$ cat src/pkg/acf_pkg.sv
// Shared constants for the cascadable FIFO host controller
//
// Contract
// RULE1: Devices hold 512, 1024 or 2048 nine-bit words; separate pointers.
// RULE2: Apply one master clear cycle after power-up before any access.
// RULE3: Master clear empties the device; half and full flags go inactive.
// RULE4: Hold both strobes high before and after master clear rises.
// RULE5: A read right after master clear gives high-impedance outputs.
// RULE6: Falling write strobe starts a cycle; word stored at its rising edge.
// RULE7: Full flag high while room remains; low on last filling write.
// RULE8: Full flag falls during the write that fills the last location.
// RULE9: Writes to a full device are ignored, pointer held.
// RULE10: Empty flag rises after the first write strobe rising edge.
// RULE11: Half flag falls once occupancy reaches half plus one word.
// RULE12: Half flag rises after the read that brings occupancy to half.
// RULE13: A read cycle starts only while the empty flag is not low.
// RULE14: Outputs float while read high, empty, or inactive in a cascade.
// RULE15: With one word held, the falling read strobe drives empty low.
// RULE16: Reads of an empty device are ignored, pointer held.
// RULE17: Replay pulse rewinds the read pointer in standalone and width modes.
// RULE18: Strobes stay high during replay and recovery; writes within depth.
// RULE19: Flags may move during replay and are valid when it ends.
// RULE20: Standalone or width mode: cascade in low, first select high.
// RULE21: Depth mode is set at master clear; only first device selects low.
// RULE22: In depth mode the device pulses cascade out on last location access.
// RULE23: Depth mode: host combines flags; no half flag, no replay.
// RULE24: In depth mode the half flag pin carries the cascade output.
`default_nettype none
package acf_pkg;

   // ****************************************************************
   // Sizes
   // ****************************************************************
   localparam int ACF_NDEV    = 2;   // Devices on the shared strobes
   localparam int ACF_WORD_W  = 9;
   localparam int ACF_SYNC    = 3;   // Stages on every pin input
   localparam int ACF_CNT_W   = 8;
   localparam int ACF_CLK_NS  = 10;  // ref_clk period

   // ****************************************************************
   // Pin timing, slowest speed grade so any grade works
   // ****************************************************************
   localparam int ACF_PULSE_NS  = 65;  // Least strobe and clear low time
   localparam int ACF_ACCESS_NS = 65;  // Read low to data valid
   localparam int ACF_PRE_NS    = 65;  // Strobes high before clear rises
   localparam int ACF_FLAG_NS   = 80;  // Worst flag settle after any edge
   localparam int ACF_PULSE_CYC =
      (ACF_PULSE_NS + ACF_CLK_NS - 1) / ACF_CLK_NS;
   localparam int ACF_ACCESS_CYC =
      (ACF_ACCESS_NS + ACF_CLK_NS - 1) / ACF_CLK_NS;
   localparam int ACF_PRE_CYC =
      (ACF_PRE_NS + ACF_CLK_NS - 1) / ACF_CLK_NS;
   localparam int ACF_FLAG_CYC =
      (ACF_FLAG_NS + ACF_CLK_NS - 1) / ACF_CLK_NS;
   localparam logic [ACF_CNT_W-1:0] ACF_LEN_PULSE = ACF_CNT_W'(ACF_PULSE_CYC);
   localparam logic [ACF_CNT_W-1:0] ACF_LEN_READ  =
      ACF_CNT_W'(ACF_ACCESS_CYC + ACF_SYNC);
   localparam logic [ACF_CNT_W-1:0] ACF_LEN_PRE   = ACF_CNT_W'(ACF_PRE_CYC);
   localparam logic [ACF_CNT_W-1:0] ACF_LEN_REC   =
      ACF_CNT_W'(ACF_FLAG_CYC + ACF_SYNC);
   localparam logic [ACF_CNT_W-1:0] ACF_LEN_NONE  = 8'h00;

   // ****************************************************************
   // Register map, byte addresses
   // ****************************************************************
   localparam logic [7:0] ACF_REG_CMD    = 8'h00;
   localparam logic [7:0] ACF_REG_WDATA  = 8'h04;
   localparam logic [7:0] ACF_REG_RDATA  = 8'h08;
   localparam logic [7:0] ACF_REG_STATUS = 8'h0C;
   localparam logic [7:0] ACF_REG_CONFIG = 8'h10;

   localparam int ACF_CMD_CLEAR  = 0;
   localparam int ACF_CMD_WRITE  = 1;
   localparam int ACF_CMD_READ   = 2;
   localparam int ACF_CMD_REPLAY = 3;

   localparam int ACF_ST_BUSY    = 0;
   localparam int ACF_ST_INIT    = 1;
   localparam int ACF_ST_EMPTY   = 2;
   localparam int ACF_ST_HALF    = 3;
   localparam int ACF_ST_FULL    = 4;
   localparam int ACF_ST_WR_REF  = 5;
   localparam int ACF_ST_RD_REF  = 6;
   localparam int ACF_ST_RT_REF  = 7;
   localparam int ACF_ST_DEPTH   = 8;

   localparam int ACF_CFG_DEPTH  = 0;

   typedef enum logic [2:0] {
      ACF_OP_IDLE, ACF_OP_CLEAR, ACF_OP_WRITE, ACF_OP_READ, ACF_OP_REPLAY
   } acf_op_t;

endpackage : acf_pkg
`default_nettype wire

$ cat src/pkg/acf_tmr_if.sv
// Handshake between the host sequencer and its strobe timer
`timescale 1ns/100ps
`default_nettype none
interface acf_tmr_if;
   import acf_pkg::*;
   logic                 start;     // One-cycle request
   logic [ACF_CNT_W-1:0] lead_len;  // High cycles before the low phase
   logic [ACF_CNT_W-1:0] low_len;   // Low phase cycles
   logic [ACF_CNT_W-1:0] rec_len;   // High recovery cycles after
   logic                 strobe_low;
   logic                 low_end;   // Last cycle of the low phase
   logic                 done;      // Last cycle of recovery

   modport ctl (output start, lead_len, low_len, rec_len,
                input  strobe_low, low_end, done);
   modport tmr (input  start, lead_len, low_len, rec_len,
                output strobe_low, low_end, done);
endinterface : acf_tmr_if
`default_nettype wire

$ cat src/rtl/acf_strobe_timer.sv
// Three-phase strobe timer: lead high, low pulse, recovery high
`timescale 1ns/100ps
`default_nettype none
module acf_strobe_timer
   import acf_pkg::*;
(
   // Clock and reset
   input  wire logic ref_clk,
   input  wire logic rst_n,
   // Sequencer side
   acf_tmr_if.tmr    t
);

   typedef enum logic [1:0] {TM_IDLE, TM_LEAD, TM_LOW, TM_REC} acf_tm_t;

   acf_tm_t              phase_q;
   logic [ACF_CNT_W-1:0] cnt_q;

   // ****************************************************************
   // Phase sequencing
   // ****************************************************************
   // A zero lead skips straight to the low phase
   always_ff @(posedge ref_clk or negedge rst_n) begin
      if (!rst_n) begin
         phase_q <= TM_IDLE;
         cnt_q   <= '0;
      end else begin
         case (phase_q)
            TM_IDLE: begin
               if (t.start) begin
                  if (t.lead_len != ACF_LEN_NONE) begin
                     phase_q <= TM_LEAD;
                     cnt_q   <= t.lead_len - 1'b1;
                  end else begin
                     phase_q <= TM_LOW;
                     cnt_q   <= t.low_len - 1'b1;
                  end
               end
            end
            TM_LEAD: begin
               cnt_q <= cnt_q - 1'b1;
               if (cnt_q == '0) begin
                  phase_q <= TM_LOW;
                  cnt_q   <= t.low_len - 1'b1;
               end
            end
            TM_LOW: begin
               cnt_q <= cnt_q - 1'b1;
               if (cnt_q == '0) begin
                  phase_q <= TM_REC;
                  cnt_q   <= t.rec_len - 1'b1;
               end
            end
            TM_REC: begin
               cnt_q <= cnt_q - 1'b1;
               if (cnt_q == '0) begin
                  phase_q <= TM_IDLE;
               end
            end
            default: begin
               phase_q <= TM_IDLE;
            end
         endcase
      end
   end

   // Decodes of the phase flop, glitch free
   assign t.strobe_low = (phase_q == TM_LOW);
   assign t.low_end    = (phase_q == TM_LOW) && (cnt_q == '0);
   assign t.done       = (phase_q == TM_REC) && (cnt_q == '0);

endmodule : acf_strobe_timer
`default_nettype wire

$ cat src/rtl/acf_host.sv
// APB-controlled host that drives cascadable FIFO devices over their pins
//
// The APB slave port and the placing of the registers were left to the implementer.
`timescale 1ns/100ps
`default_nettype none
module acf_host
   import acf_pkg::*;
(
   // Clock and reset
   input  wire logic                  ref_clk,
   input  wire logic                  rst_n,
   // APB slave
   input  wire logic                  psel,
   input  wire logic                  penable,
   input  wire logic                  pwrite,
   input  wire logic [7:0]            paddr,
   input  wire logic [31:0]           pwdata,
   output var  logic [31:0]           prdata,
   output logic                       pready,
   output logic                       pslverr,
   // Device strobes, shared by all devices
   output logic                       master_clear_n,
   output logic                       write_n,
   output logic                       read_n,
   output logic                       replay_n,
   output var  logic [ACF_WORD_W-1:0] write_word,
   // Device configuration pins
   output logic [ACF_NDEV-1:0]        first_device_sel_n,
   output logic [ACF_NDEV-1:0]        cascade_in_n,
   output logic [ACF_NDEV-1:0]        cascade_in_oe,
   // Device outputs
   input  wire logic [ACF_WORD_W-1:0] read_word,
   input  wire logic [ACF_NDEV-1:0]   empty_flag_n,
   input  wire logic [ACF_NDEV-1:0]   half_level_flag_n,
   input  wire logic [ACF_NDEV-1:0]   no_room_flag_n
);

   localparam int PIN_W = ACF_WORD_W + 3 * ACF_NDEV;

   acf_tmr_if tif ();

   acf_op_t               op_q;
   logic                  start_q, init_q, depth_q, cfg_depth_q;
   logic                  wr_ref_q, rd_ref_q, rt_ref_q;
   logic [ACF_WORD_W-1:0] rdata_q, word_f;
   logic [PIN_W-1:0]      s1_q, s2_q, s3_q, filt_q, agree;
   logic [ACF_NDEV-1:0]   empty_f, half_f, full_f;
   logic                  is_empty, is_half, is_full;
   logic                  setup, access, hit, wr_cmd, wr_status;
   logic                  go_clear, go_replay, go_write, go_read;
   logic                  ref_wr, ref_rd, ref_rt;
   logic [31:0]           status;

   acf_strobe_timer u_timer (
      .ref_clk (ref_clk),
      .rst_n   (rst_n),
      .t       (tif.tmr)
   );

   // ****************************************************************
   // Pin input synchronisers
   // ****************************************************************
   // Three stages; a bit moves only once stages two and three agree,
   // which rejects a glitch that a bit holds for one sample only
   always_ff @(posedge ref_clk or negedge rst_n) begin
      if (!rst_n) begin
         s1_q <= '0;
         s2_q <= '0;
         s3_q <= '0;
      end else begin
         s1_q <= {read_word, empty_flag_n, half_level_flag_n, no_room_flag_n};
         s2_q <= s1_q;
         s3_q <= s2_q;
      end
   end

   assign agree = ~(s2_q ^ s3_q);

   // Filtered copy; flags read active until the pins settle
   always_ff @(posedge ref_clk or negedge rst_n) begin
      if (!rst_n) begin
         filt_q <= '0;
      end else begin
         filt_q <= (agree & s3_q) | (~agree & filt_q);
      end
   end

   assign {word_f, empty_f, half_f, full_f} = filt_q;

   // Composite flags: in depth mode only all-empty or all-full counts,
   // and the half pins carry cascade pulses so they are ignored
   assign is_empty = ~(|empty_f);                    // RULE23
   assign is_full  = ~(|full_f);                     // RULE23
   assign is_half  = ~depth_q & ~(|half_f);          // RULE23 RULE24

   // ****************************************************************
   // APB slave, zero wait states
   // ****************************************************************
   assign setup  = psel & ~penable;
   assign access = psel & penable;
   assign pready = 1'b1;

   always_comb begin
      case (paddr)
         ACF_REG_CMD, ACF_REG_WDATA, ACF_REG_RDATA,
         ACF_REG_STATUS, ACF_REG_CONFIG: hit = 1'b1;
         default:                        hit = 1'b0;
      endcase
   end

   assign pslverr   = access & ~hit;
   assign wr_cmd    = access & pwrite & (paddr == ACF_REG_CMD);
   assign wr_status = access & pwrite & (paddr == ACF_REG_STATUS);

   always_comb begin
      status                = '0;
      status[ACF_ST_BUSY]   = (op_q != ACF_OP_IDLE);
      status[ACF_ST_INIT]   = init_q;
      status[ACF_ST_EMPTY]  = is_empty;
      status[ACF_ST_HALF]   = is_half;
      status[ACF_ST_FULL]   = is_full;
      status[ACF_ST_WR_REF] = wr_ref_q;
      status[ACF_ST_RD_REF] = rd_ref_q;
      status[ACF_ST_RT_REF] = rt_ref_q;
      status[ACF_ST_DEPTH]  = depth_q;
   end

   // Read data captured in the setup cycle, held through access
   always_ff @(posedge ref_clk or negedge rst_n) begin
      if (!rst_n) begin
         prdata <= '0;
      end else if (setup && !pwrite) begin
         case (paddr)
            ACF_REG_WDATA:  prdata <= 32'(write_word);
            ACF_REG_RDATA:  prdata <= 32'(rdata_q);
            ACF_REG_STATUS: prdata <= status;
            ACF_REG_CONFIG: prdata <= 32'(cfg_depth_q);
            default:        prdata <= '0;
         endcase
      end
   end

   // Write word and configuration; the word is held through the
   // whole strobe so data hold after the rising edge is met
   always_ff @(posedge ref_clk or negedge rst_n) begin
      if (!rst_n) begin
         write_word  <= '0;
         cfg_depth_q <= 1'b0;
      end else if (access && pwrite && op_q != ACF_OP_WRITE) begin
         if (paddr == ACF_REG_WDATA) begin
            write_word <= pwdata[ACF_WORD_W-1:0];
         end
         if (paddr == ACF_REG_CONFIG) begin
            cfg_depth_q <= pwdata[ACF_CFG_DEPTH];
         end
      end
   end

   // ****************************************************************
   // Command decode and refusal
   // ****************************************************************
   // Priority clear, replay, write, read; ignored while busy
   always_comb begin
      go_clear  = 1'b0;
      go_replay = 1'b0;
      go_write  = 1'b0;
      go_read   = 1'b0;
      ref_wr    = 1'b0;
      ref_rd    = 1'b0;
      ref_rt    = 1'b0;
      if (wr_cmd && op_q == ACF_OP_IDLE) begin
         if (pwdata[ACF_CMD_CLEAR]) begin
            go_clear = 1'b1;
         end else if (pwdata[ACF_CMD_REPLAY]) begin
            go_replay = init_q & ~depth_q;                  // RULE23
            ref_rt    = ~go_replay;
         end else if (pwdata[ACF_CMD_WRITE]) begin
            go_write = init_q & ~is_full;                   // RULE2 RULE9
            ref_wr   = ~go_write;
         end else if (pwdata[ACF_CMD_READ]) begin
            go_read = init_q & ~is_empty;                   // RULE13 RULE16
            ref_rd  = ~go_read;
         end
      end
   end

   // Sticky refusal flags, write one to clear; a new refusal wins
   always_ff @(posedge ref_clk or negedge rst_n) begin
      if (!rst_n) begin
         wr_ref_q <= 1'b0;
         rd_ref_q <= 1'b0;
         rt_ref_q <= 1'b0;
      end else begin
         wr_ref_q <= ref_wr |
                     (wr_ref_q & ~(wr_status & pwdata[ACF_ST_WR_REF]));
         rd_ref_q <= ref_rd |
                     (rd_ref_q & ~(wr_status & pwdata[ACF_ST_RD_REF]));
         rt_ref_q <= ref_rt |
                     (rt_ref_q & ~(wr_status & pwdata[ACF_ST_RT_REF]));
      end
   end

   // ****************************************************************
   // Operation sequencer
   // ****************************************************************
   // Only one operation runs at a time, so no strobe is ever low while
   // clear or replay is active
   always_ff @(posedge ref_clk or negedge rst_n) begin
      if (!rst_n) begin
         op_q    <= ACF_OP_IDLE;
         start_q <= 1'b0;
      end else begin
         start_q <= go_clear | go_replay | go_write | go_read;
         case (op_q)
            ACF_OP_IDLE: begin
               if (go_clear) begin
                  op_q <= ACF_OP_CLEAR;
               end else if (go_replay) begin
                  op_q <= ACF_OP_REPLAY;
               end else if (go_write) begin
                  op_q <= ACF_OP_WRITE;
               end else if (go_read) begin
                  op_q <= ACF_OP_READ;
               end
            end
            ACF_OP_CLEAR, ACF_OP_WRITE, ACF_OP_READ, ACF_OP_REPLAY: begin
               if (tif.done) begin
                  op_q <= ACF_OP_IDLE;
               end
            end
            default: begin
               op_q <= ACF_OP_IDLE;
            end
         endcase
      end
   end

   assign tif.start = start_q;

   // Phase lengths; recovery also covers flag settling plus the
   // synchroniser so the next refusal check sees fresh flags
   always_comb begin
      tif.lead_len = ACF_LEN_NONE;
      tif.low_len  = ACF_LEN_PULSE;
      tif.rec_len  = ACF_LEN_REC;                  // RULE18 RULE19
      case (op_q)
         ACF_OP_CLEAR: tif.lead_len = ACF_LEN_PRE; // RULE4
         ACF_OP_READ:  tif.low_len  = ACF_LEN_READ;
         default:      tif.lead_len = ACF_LEN_NONE;
      endcase
   end

   // Initialised flag is set only by a finished clear; depth mode is loaded when a clear starts
   always_ff @(posedge ref_clk or negedge rst_n) begin
      if (!rst_n) begin
         init_q  <= 1'b0;
         depth_q <= 1'b0;
      end else if (go_clear) begin
         init_q  <= 1'b0;
         depth_q <= cfg_depth_q;                   // RULE21
      end else if (op_q == ACF_OP_CLEAR && tif.done) begin
         init_q  <= 1'b1;                          // RULE2
      end
   end

   // Read word taken on the last low cycle, after access plus sync
   always_ff @(posedge ref_clk or negedge rst_n) begin
      if (!rst_n) begin
         rdata_q <= '0;
      end else if (op_q == ACF_OP_READ && tif.low_end) begin
         rdata_q <= word_f;
      end
   end

   // ****************************************************************
   // Pin drive
   // ****************************************************************
   assign master_clear_n = ~(op_q == ACF_OP_CLEAR  && tif.strobe_low);
   assign write_n        = ~(op_q == ACF_OP_WRITE  && tif.strobe_low);
   assign read_n         = ~(op_q == ACF_OP_READ   && tif.strobe_low);
   assign replay_n       = ~(op_q == ACF_OP_REPLAY && tif.strobe_low);

   // Standalone ties cascade in low and selects high; depth mode
   // releases cascade in to the ring and marks device 0 as first
   assign cascade_in_n  = '0;                                   // RULE20
   assign cascade_in_oe = {ACF_NDEV{~cfg_depth_q}};             // RULE20
   assign first_device_sel_n =
      cfg_depth_q ? ~ACF_NDEV'(1) : '1;                         // RULE21

endmodule : acf_host
`default_nettype wire

$ cat config.mk
export PLATFORM = sky130hd
export DESIGN_NAME = acf_host
export DESIGN_NICKNAME = d
export VERILOG_FILES = /design/src/pkg/acf_pkg.sv /design/src/pkg/acf_tmr_if.sv /design/src/rtl/acf_strobe_timer.sv /design/src/rtl/acf_host.sv
export SDC_FILE = /design/constraint.sdc
export NUM_CORES = 1
export LEC_CHECK = 0
export BUFFER_PORTS_ARGS = -buffer_cell sky130_fd_sc_hd__buf_2
export CAP_MARGIN = 0
export CORE_MARGIN = 1
export CORE_UTILIZATION = 57
export CTS_CLUSTER_SIZE = 8
export DETAILED_ROUTE_END_ITERATION = 12
export PLACE_DENSITY = 0.85
export SYNTH_ARGS = -nofsm -noshare
export SYNTH_HDL_FRONTEND = slang
export SYNTH_SLANG_ARGS = --single-unit
$ cat constraint.sdc
create_clock -name ref_clk -period 2.8 [get_ports ref_clk]
set_input_delay 0.14 -clock ref_clk [delete_from_list [all_inputs] [get_ports ref_clk]]
set_output_delay 0.14 -clock ref_clk [all_outputs]
set_load 0.005 [all_outputs]
==> results of run 1 <==
-- area by class of cell --
| type | instances | share of cell area, % |
|---|---|---|
| clock buffers | 9 | 2.39 |
| clock inverters | 6 | 1.62 |
| repair buffers | 82 | 10.1 |
| inverters | 15 | 1.09 |
| flip-flops and latches | 107 | 51.7 |
| diodes | 1 | 0.0483 |
| well taps | 102 | 2.46 |
| multi-input cells | 233 | 30.6 |
-- kinds of logic (layout without fill, tap and decap cells) --
| logic type | after synthesis | after routing | synth area share, % |
|---|---|---|---|
| and+or+nand+nor | 90 | 90 | 10.7 |
| other | 2 | 28 | 0.167 |
| buffers and inverters | 55 | 112 | 7.21 |
| xor gates and xnor gates | 1 | 1 | 0.195 |
| AOI/OAI and AO/OA | 62 | 62 | 9.33 |
| adders and majority gates | 21 | 21 | 5.01 |
| muxes | 32 | 32 | 7.80 |
| DFF | 107 | 107 | 59.6 |
-- final timing paths --
check,start,end,slack (ns),depth (start not counted)
setup / recovery,u_timer.phase_q[0],u_timer.cnt_q[2],0.66,6
hold reg to reg,s1_q[12],s2_q[12],0.35,0
max in group asynchronous,rst_n,init_q,1.77,3
setup reg to reg,u_timer.phase_q[0],u_timer.cnt_q[2],0.66,6
hold / removal,pwdata[6],write_word[6],0.03,2
min in group asynchronous,rst_n,asynchronous set/reset pin,0.31,2
-- repair_timing --
action | 4_1_cts | 5_1_grt
hold buffers | 18 | 0
resized for setup | 0 | 0
setup buffers | 0 | 0
hold endpoints to repair | 64 | 0
setup endpoints to repair | 0 | 0
-- placed cells by master, fill, tap and decap left out, types with 3 or more instances in the layout --
master | Yosys | layout
inv_1 | 15 | 15
nand3_1 | 6 | 6
nand4_1 | 4 | 4
a21oi_1 | 12 | 12
mux2i_1 | 8 | 8
dfrtp_1 | 107 | 107
buf_2 | 0 | 61
ha_1 | 6 | 6
nor2b_1 | 4 | 4
nor3_1 | 11 | 11
or3_1 | 3 | 3
conb_1 | 2 | 27
o41ai_1 | 4 | 4
clkbuf_8 | 0 | 9
a22oi_1 | 3 | 3
maj3_1 | 15 | 15
dlygate4sd3_1 | 0 | 18
nand2_1 | 19 | 19
o31ai_1 | 8 | 8
o21ai_0 | 16 | 16
nor4_1 | 3 | 3
mux2_2 | 24 | 24
nor2_1 | 21 | 21
-- stage by stage --
step                      setup slack [ns]  std cells  area [um2]  hold WS [ns]
after floorplan                      0.907        395        4590        -0.156
after global placement               0.783        521        4790         0.188
after detailed placement             0.710        521        4790         0.196
after CTS                            0.699        554        5180        0.0176
after global routing                 0.509        555        5180        0.0103
final                                0.664        555        5180        0.0317
-- report_power, final --
group / internal [uW] / switching, uW
sequential: 1670 / 107
clock: 429 / 539
combinational: 387 / 510
-- worst max-delay path: cells and delay by family, from the launching register on --
| kind | cells | cell delay (ns) |
|---|---|---|
| AO/OA/AOI/OAI | 1 | 0.29 |
| buffers and inverters | 1 | 0.11 |
| adder cells (fa/ha/maj) | 1 | 0.34 |
| flip-flops | 1 | 0.41 |
| AND/OR/NAND/NOR | 3 | 0.88 |
-- layer usage --
layer	vias to the layer above	global-route usage [%]	routed length, um
met2	106	35.3	4210
met1	1473	30.9	3820
met4	0	8.20	106
met3	11	5.22	507
met5	-	0	0
li1	1413	-	-
==> results.tsv, run 1 <==
stage	metric	value	unit
status	status	completed	
finish	fin_util	67.4	%
die	io_pins	113	
critical_path	required	3.05	ns
timing	tightest_slew	0.658	ns
power_and_ir_drop	leakage	0.00246	uW
die	die_area	0.00824	mm2
route	wire_per_inst	15.6	um
die	start_util	58.5	%
place	hpwlAfterDp	6020	um
cts	cts_sinks	107	
timing	fmax	468	MHz
synthesis	syn_inst	370	
route	ant_nets	0	
power_and_ir_drop	ir_worst_vdd	0.000382	V
die	core_area	0.00769	mm2
global_routing	grt_pass1_wl	14200	um
die	std_cell_rows	32	
worst_hold_path	hold_path.class	in -> reg	
critical_path	crit_path_frequent_cell	nor3_1	
route	drt_pass1_iterations	4	
synthesis	ys_types	54	
place	numPortBuffers	62	
synthesis	synth_top_area_cell	dfrtp_1	
global_routing	grt_usage	22.5	%
finish	area_growth	15.2	%
synthesis	ys_seq_area_share	59.6	%
timing	relSlewSlack	56.1	%
critical_path	path_class	reg -> reg	
power_and_ir_drop	power	3640	uW
timing	setup_viol	0	
timing	rsz0062_at_grt	false	
finish	fill_cells	568	
critical_path	cp-end-kind	flop	
die	die_w	90.8	um
cts	cts_tree	built	
synthesis	synth_edf_count	0	
cts	clk_pin_slew_worst_paths	0.11	ns
critical_path	start_kind	flop	
route	vias	3003	
route	wirelength	8640	um
finish	drive_gt1_share	24.3	%
critical_path	cp_max_fo	10	
finish	regArea	0.00268	mm2
global_routing	grt_pass1_vias	2912	
cts	clockBufferDepth	2	
timing	hold_viol	0	
route	drc	0	
job	cap_violations	0	
route	drt_iter0_markers	228	
cts	worstSkewPairLatency	0.36	ns
finish	layout.nets	514	
synthesis	synth_area	0.00449	mm2
timing	setup_tns	0	ns
cts	htreeDepth	3	
critical_path	cp_slowest_stage_delay	0.41	ns
critical_path	cp.arrival	2.38	ns
finish	multi_input_area	0.00159	mm2
timing	final.period_utilization	76.3	%
synthesis	syn_area_per_cell	12.1	um2
synthesis	ys.flop_type	dfrtp_1	
global_routing	antenna_found_initial	1	
synthesis	ys_top_cells_by_count	107 x dfrtp_1, 29 x buf_4, 24 x mux2_2, 21 x nor2_1, 19 x nand2_1	
synthesis	synthArstFlopShare	100	%
timing	final_max_slew_viol_count	0	
synthesis	ys_ff_latch	107	
synthesis	synthTopCellsByArea	dfrtp_1 60%, mux2_2 6.0%, buf_4 4.8%, maj3_1 3.3%, mux2i_1 1.8%	
synthesis	yosysWarnings	0	
die	die_h	90.8	um
place	gp_congestion	0.850	
power_and_ir_drop	p_per_area	703	mW/mm2
timing	skew	0.0122	ns
synthesis	synth_top_area_share	59.6	%
critical_path	slowest_stage	dfrtp_1	
cts	cts-root-buf	clkbuf_8	
timing	period_minus_slack	2.14	ns
synthesis	synth.most_common_cell	dfrtp_1	
global_routing	grt_max_degree	50	
global_routing	overflow	0	
route	routed_via_density	5.41	
cts	cts_made_buffers	9	
critical_path	path_cells	inv_1 -> ha_1 -> nor3_1 -> a211o_1 -> nor3_1 -> or3_1	
No activity file was read; power rests on OpenSTA's default activity.
==> run 2: changes to the inputs <==
Settings changed: CORE_UTILIZATION 57 to 53, PLACE_DENSITY 0.85 to 0.8.
Clock period 2.8 ns to 1.98 ns, I/O delays scaled along.
==> run 2 against run 1 <==
  * Worst setup slack got worse by 0.65 ns
  * Critical path depth did not move
  * Highest routed layer unchanged
  * Wire length rose by 2.5%
  * Critical path type unchanged
  * Critical endpoint is now u_timer.cnt_q[3]
  * Sequential share of layout area fell by 1.8 points
  * Flip-flop and latch count did not move
==> results.tsv, run 2 (synthesis results as in run 1) <==
stage	metric	value	unit	change
global_routing	grt_max_degree	108		+120%
cts	cts_made_buffers	9		unchanged
power_and_ir_drop	p_comb_share	30.7	%	+6.0 points
route	wirelength	8860	um	+2.5%
critical_path	rr_worst_depth	6		unchanged
timing	setup_tns	0	ns	unchanged
timing	fmax	510	MHz	+8.8%
worst_hold_path	min-delay-start	pwdata[1]		
route	drt_iter0_markers	218		-4.4%
power_and_ir_drop	p_per_area	1000	mW/mm2	+43%
finish	antennaDiodeCount	0		-1
cts	cts_sinks	107		unchanged
critical_path	cp-end-kind	flop		
place	gp_congestion	0.903		+6.3%
finish	fill_cells	640		+13%
die	io_pins	113		unchanged
power_and_ir_drop	leakage	0.00255	uW	+3.9%
finish	area_growth	19.3	%	
cts	worstSkewPairLatency	0.36	ns	about the same
power_and_ir_drop	clockPowerShare	23.1	%	-3.5 points
timing	tightest_slew	0.589	ns	-0.0685 ns
route	drt_pass1_iterations	6		+2
cts	cts_tree	built		
finish	layout.nets	534		+3.9%
timing	hold_viol	0		unchanged
finish	multi_input_area	0.00163	mm2	+2.8%
die	die_area	0.00885	mm2	+7.4%
cts	clockBufferDepth	2		unchanged
critical_path	path_class	reg -> reg		
timing	skew	0.00665	ns	-0.00557 ns
critical_path	r2r_setup_slack	0.02	ns	-0.65 ns
critical_path	cp.arrival	2.24	ns	-0.14 ns
die	core_area	0.00822	mm2	+6.9%
die	die_h	94.1	um	+3.6%
status	status	completed		
timing	period_minus_slack	1.96	ns	-0.173 ns
timing	final.period_utilization	99.1	%	+23 points
job	cap_violations	0		unchanged
die	die_w	94.1	um	+3.6%
place	place_area	0.00487	mm2	+1.8%
critical_path	start_kind	flop		
cts	htreeDepth	3		unchanged
finish	final_common_cell	dfrtp_1		
power_and_ir_drop	ir_worst_vdd	0.000588	V	+54%
finish	regArea	0.00268	mm2	unchanged
timing	relSlewSlack	60.6	%	+4.6 points
worst_hold_path	hold_path.class	in -> reg		
critical_path	cp_max_fo	4		-6
finish	final_area	0.00536	mm2	+3.6%
place	hpwlAfterDp	6070	um	+0.91%
timing	finalHoldWorstSlack	0.0363	ns	+0.00455 ns
finish	drive_gt1_share	27.9	%	+3.6 points
route	wire_per_inst	15.3	um	-1.6%
power_and_ir_drop	p_int	3650	uW	+47%
die	std_cell_rows	33		+3.1%
cts	clk_pin_slew_worst_paths	0.10	ns	about the same
global_routing	antenna_found_initial	0		-1
critical_path	required	2.26	ns	-0.79 ns
critical_path	rr_endpoint	u_timer.cnt_q[3]		
cts	cts-root-buf	clkbuf_8		
global_routing	overflow	0		unchanged
global_routing	grt_usage	20.9	%	-1.6 points
timing	setup_viol	0		unchanged
route	vias	3116		+3.8%
critical_path	r2r_start	u_timer.cnt_q[5]		
worst_hold_path	whs_path_depth	2		unchanged
power_and_ir_drop	power_switching	1730	uW	+50%
route	ant_nets	0		unchanged
place	numPortBuffers	62		unchanged
route	routed_via_density	5.39		-0.37%
worst_hold_path	hold_path_end	write_word[1]		
global_routing	grt_pass1_wl	14000	um	-1.6%
power_and_ir_drop	swShare	32.2	%	+0.43 points
route	drc	0		unchanged
die	start_util	54.7	%	-3.8 points
finish	final_cell_mix	107 x dfrtp_1, 61 x buf_2, 27 x conb_1		
power_and_ir_drop	p_seq_share	46.2	%	-2.5 points
global_routing	grt_pass1_vias	2897		-0.52%
timing	final_max_slew_viol_count	0		unchanged
## run 2: final cells by class
class	count	share of cell area, %
clock buffers	11	2.64
clock inverters	5	0.793
inverters	15	1.05
multi-input cells	234	30.4
flip-flops and latches	107	49.9
well taps	105	2.45
repair buffers	101	12.7
## run 2: power by group through the flow
stage | clock (uW) | sequential (uW) | combinational, uW
2_1_floorplan | 0 | 2490 | 1020
3_3_place_gp | 0 | 2500 | 1320
3_5_place_dp | 0 | 2520 | 1410
4_1_cts | 1280 | 2480 | 1470
5_1_grt | 1390 | 2500 | 1810
6_report | 1240 | 2480 | 1650
## run 2: metrics by stage
step,instances,power (uW),setup slack (ns),utilization (%)
2_1_floorplan,395,3510,0.0869,-
5_1_grt,578,5700,-0.0304,65.3
4_1_cts,573,5230,-0.00124,64.4
3_5_place_dp,535,3930,-0.0251,59.3
3_3_place_gp,535,3830,0.0750,59.3
6_report,578,5380,0.0175,65.3
## run 2: worst max-delay path by stage
stage / startpoint / endpoint / cells after the start
floorplan: u_timer.cnt_q[3] / u_timer.cnt_q[1] / 5
global placement: u_timer.cnt_q[0] / u_timer.cnt_q[1] / 6
detailed placement: u_timer.cnt_q[0] / rdata_q[0] / 6
CTS: u_timer.cnt_q[0] / u_timer.cnt_q[3] / 7
global route: u_timer.cnt_q[5] / u_timer.cnt_q[3] / 6
finish: u_timer.cnt_q[5] / u_timer.cnt_q[3] / 6
## run 2: worst max-delay path: stages (launching register included)
cell and delay [ns]:
dfrtp_1 0.40, or4_4 0.59, nor3_4 0.18, buf_6 0.15
buf_6 0.10, mux2_4 0.29, o211ai_1 0.17
## run 2: what timing repair did
action	4_1_cts	5_1_grt
hold endpoints to repair	128	1
cloned	0	1
gates resized for setup	2	10
buffers inserted	0	3
pin swaps	0	6
hold buffers	22	1
setup endpoints to repair	10	7
## run 2: per-layer routing
| metal | global-route usage (%) | share of wire, % | up-vias |
|---|---|---|---|
| met3 | 6.63 | 6.8 | 18 |
| met1 | 27.4 | 43 | 1533 |
| met5 | 0 | 0 | - |
| li1 | - | - | 1453 |
| met2 | 32.8 | 48 | 112 |
| met4 | 7.31 | 2.2 | 0 |
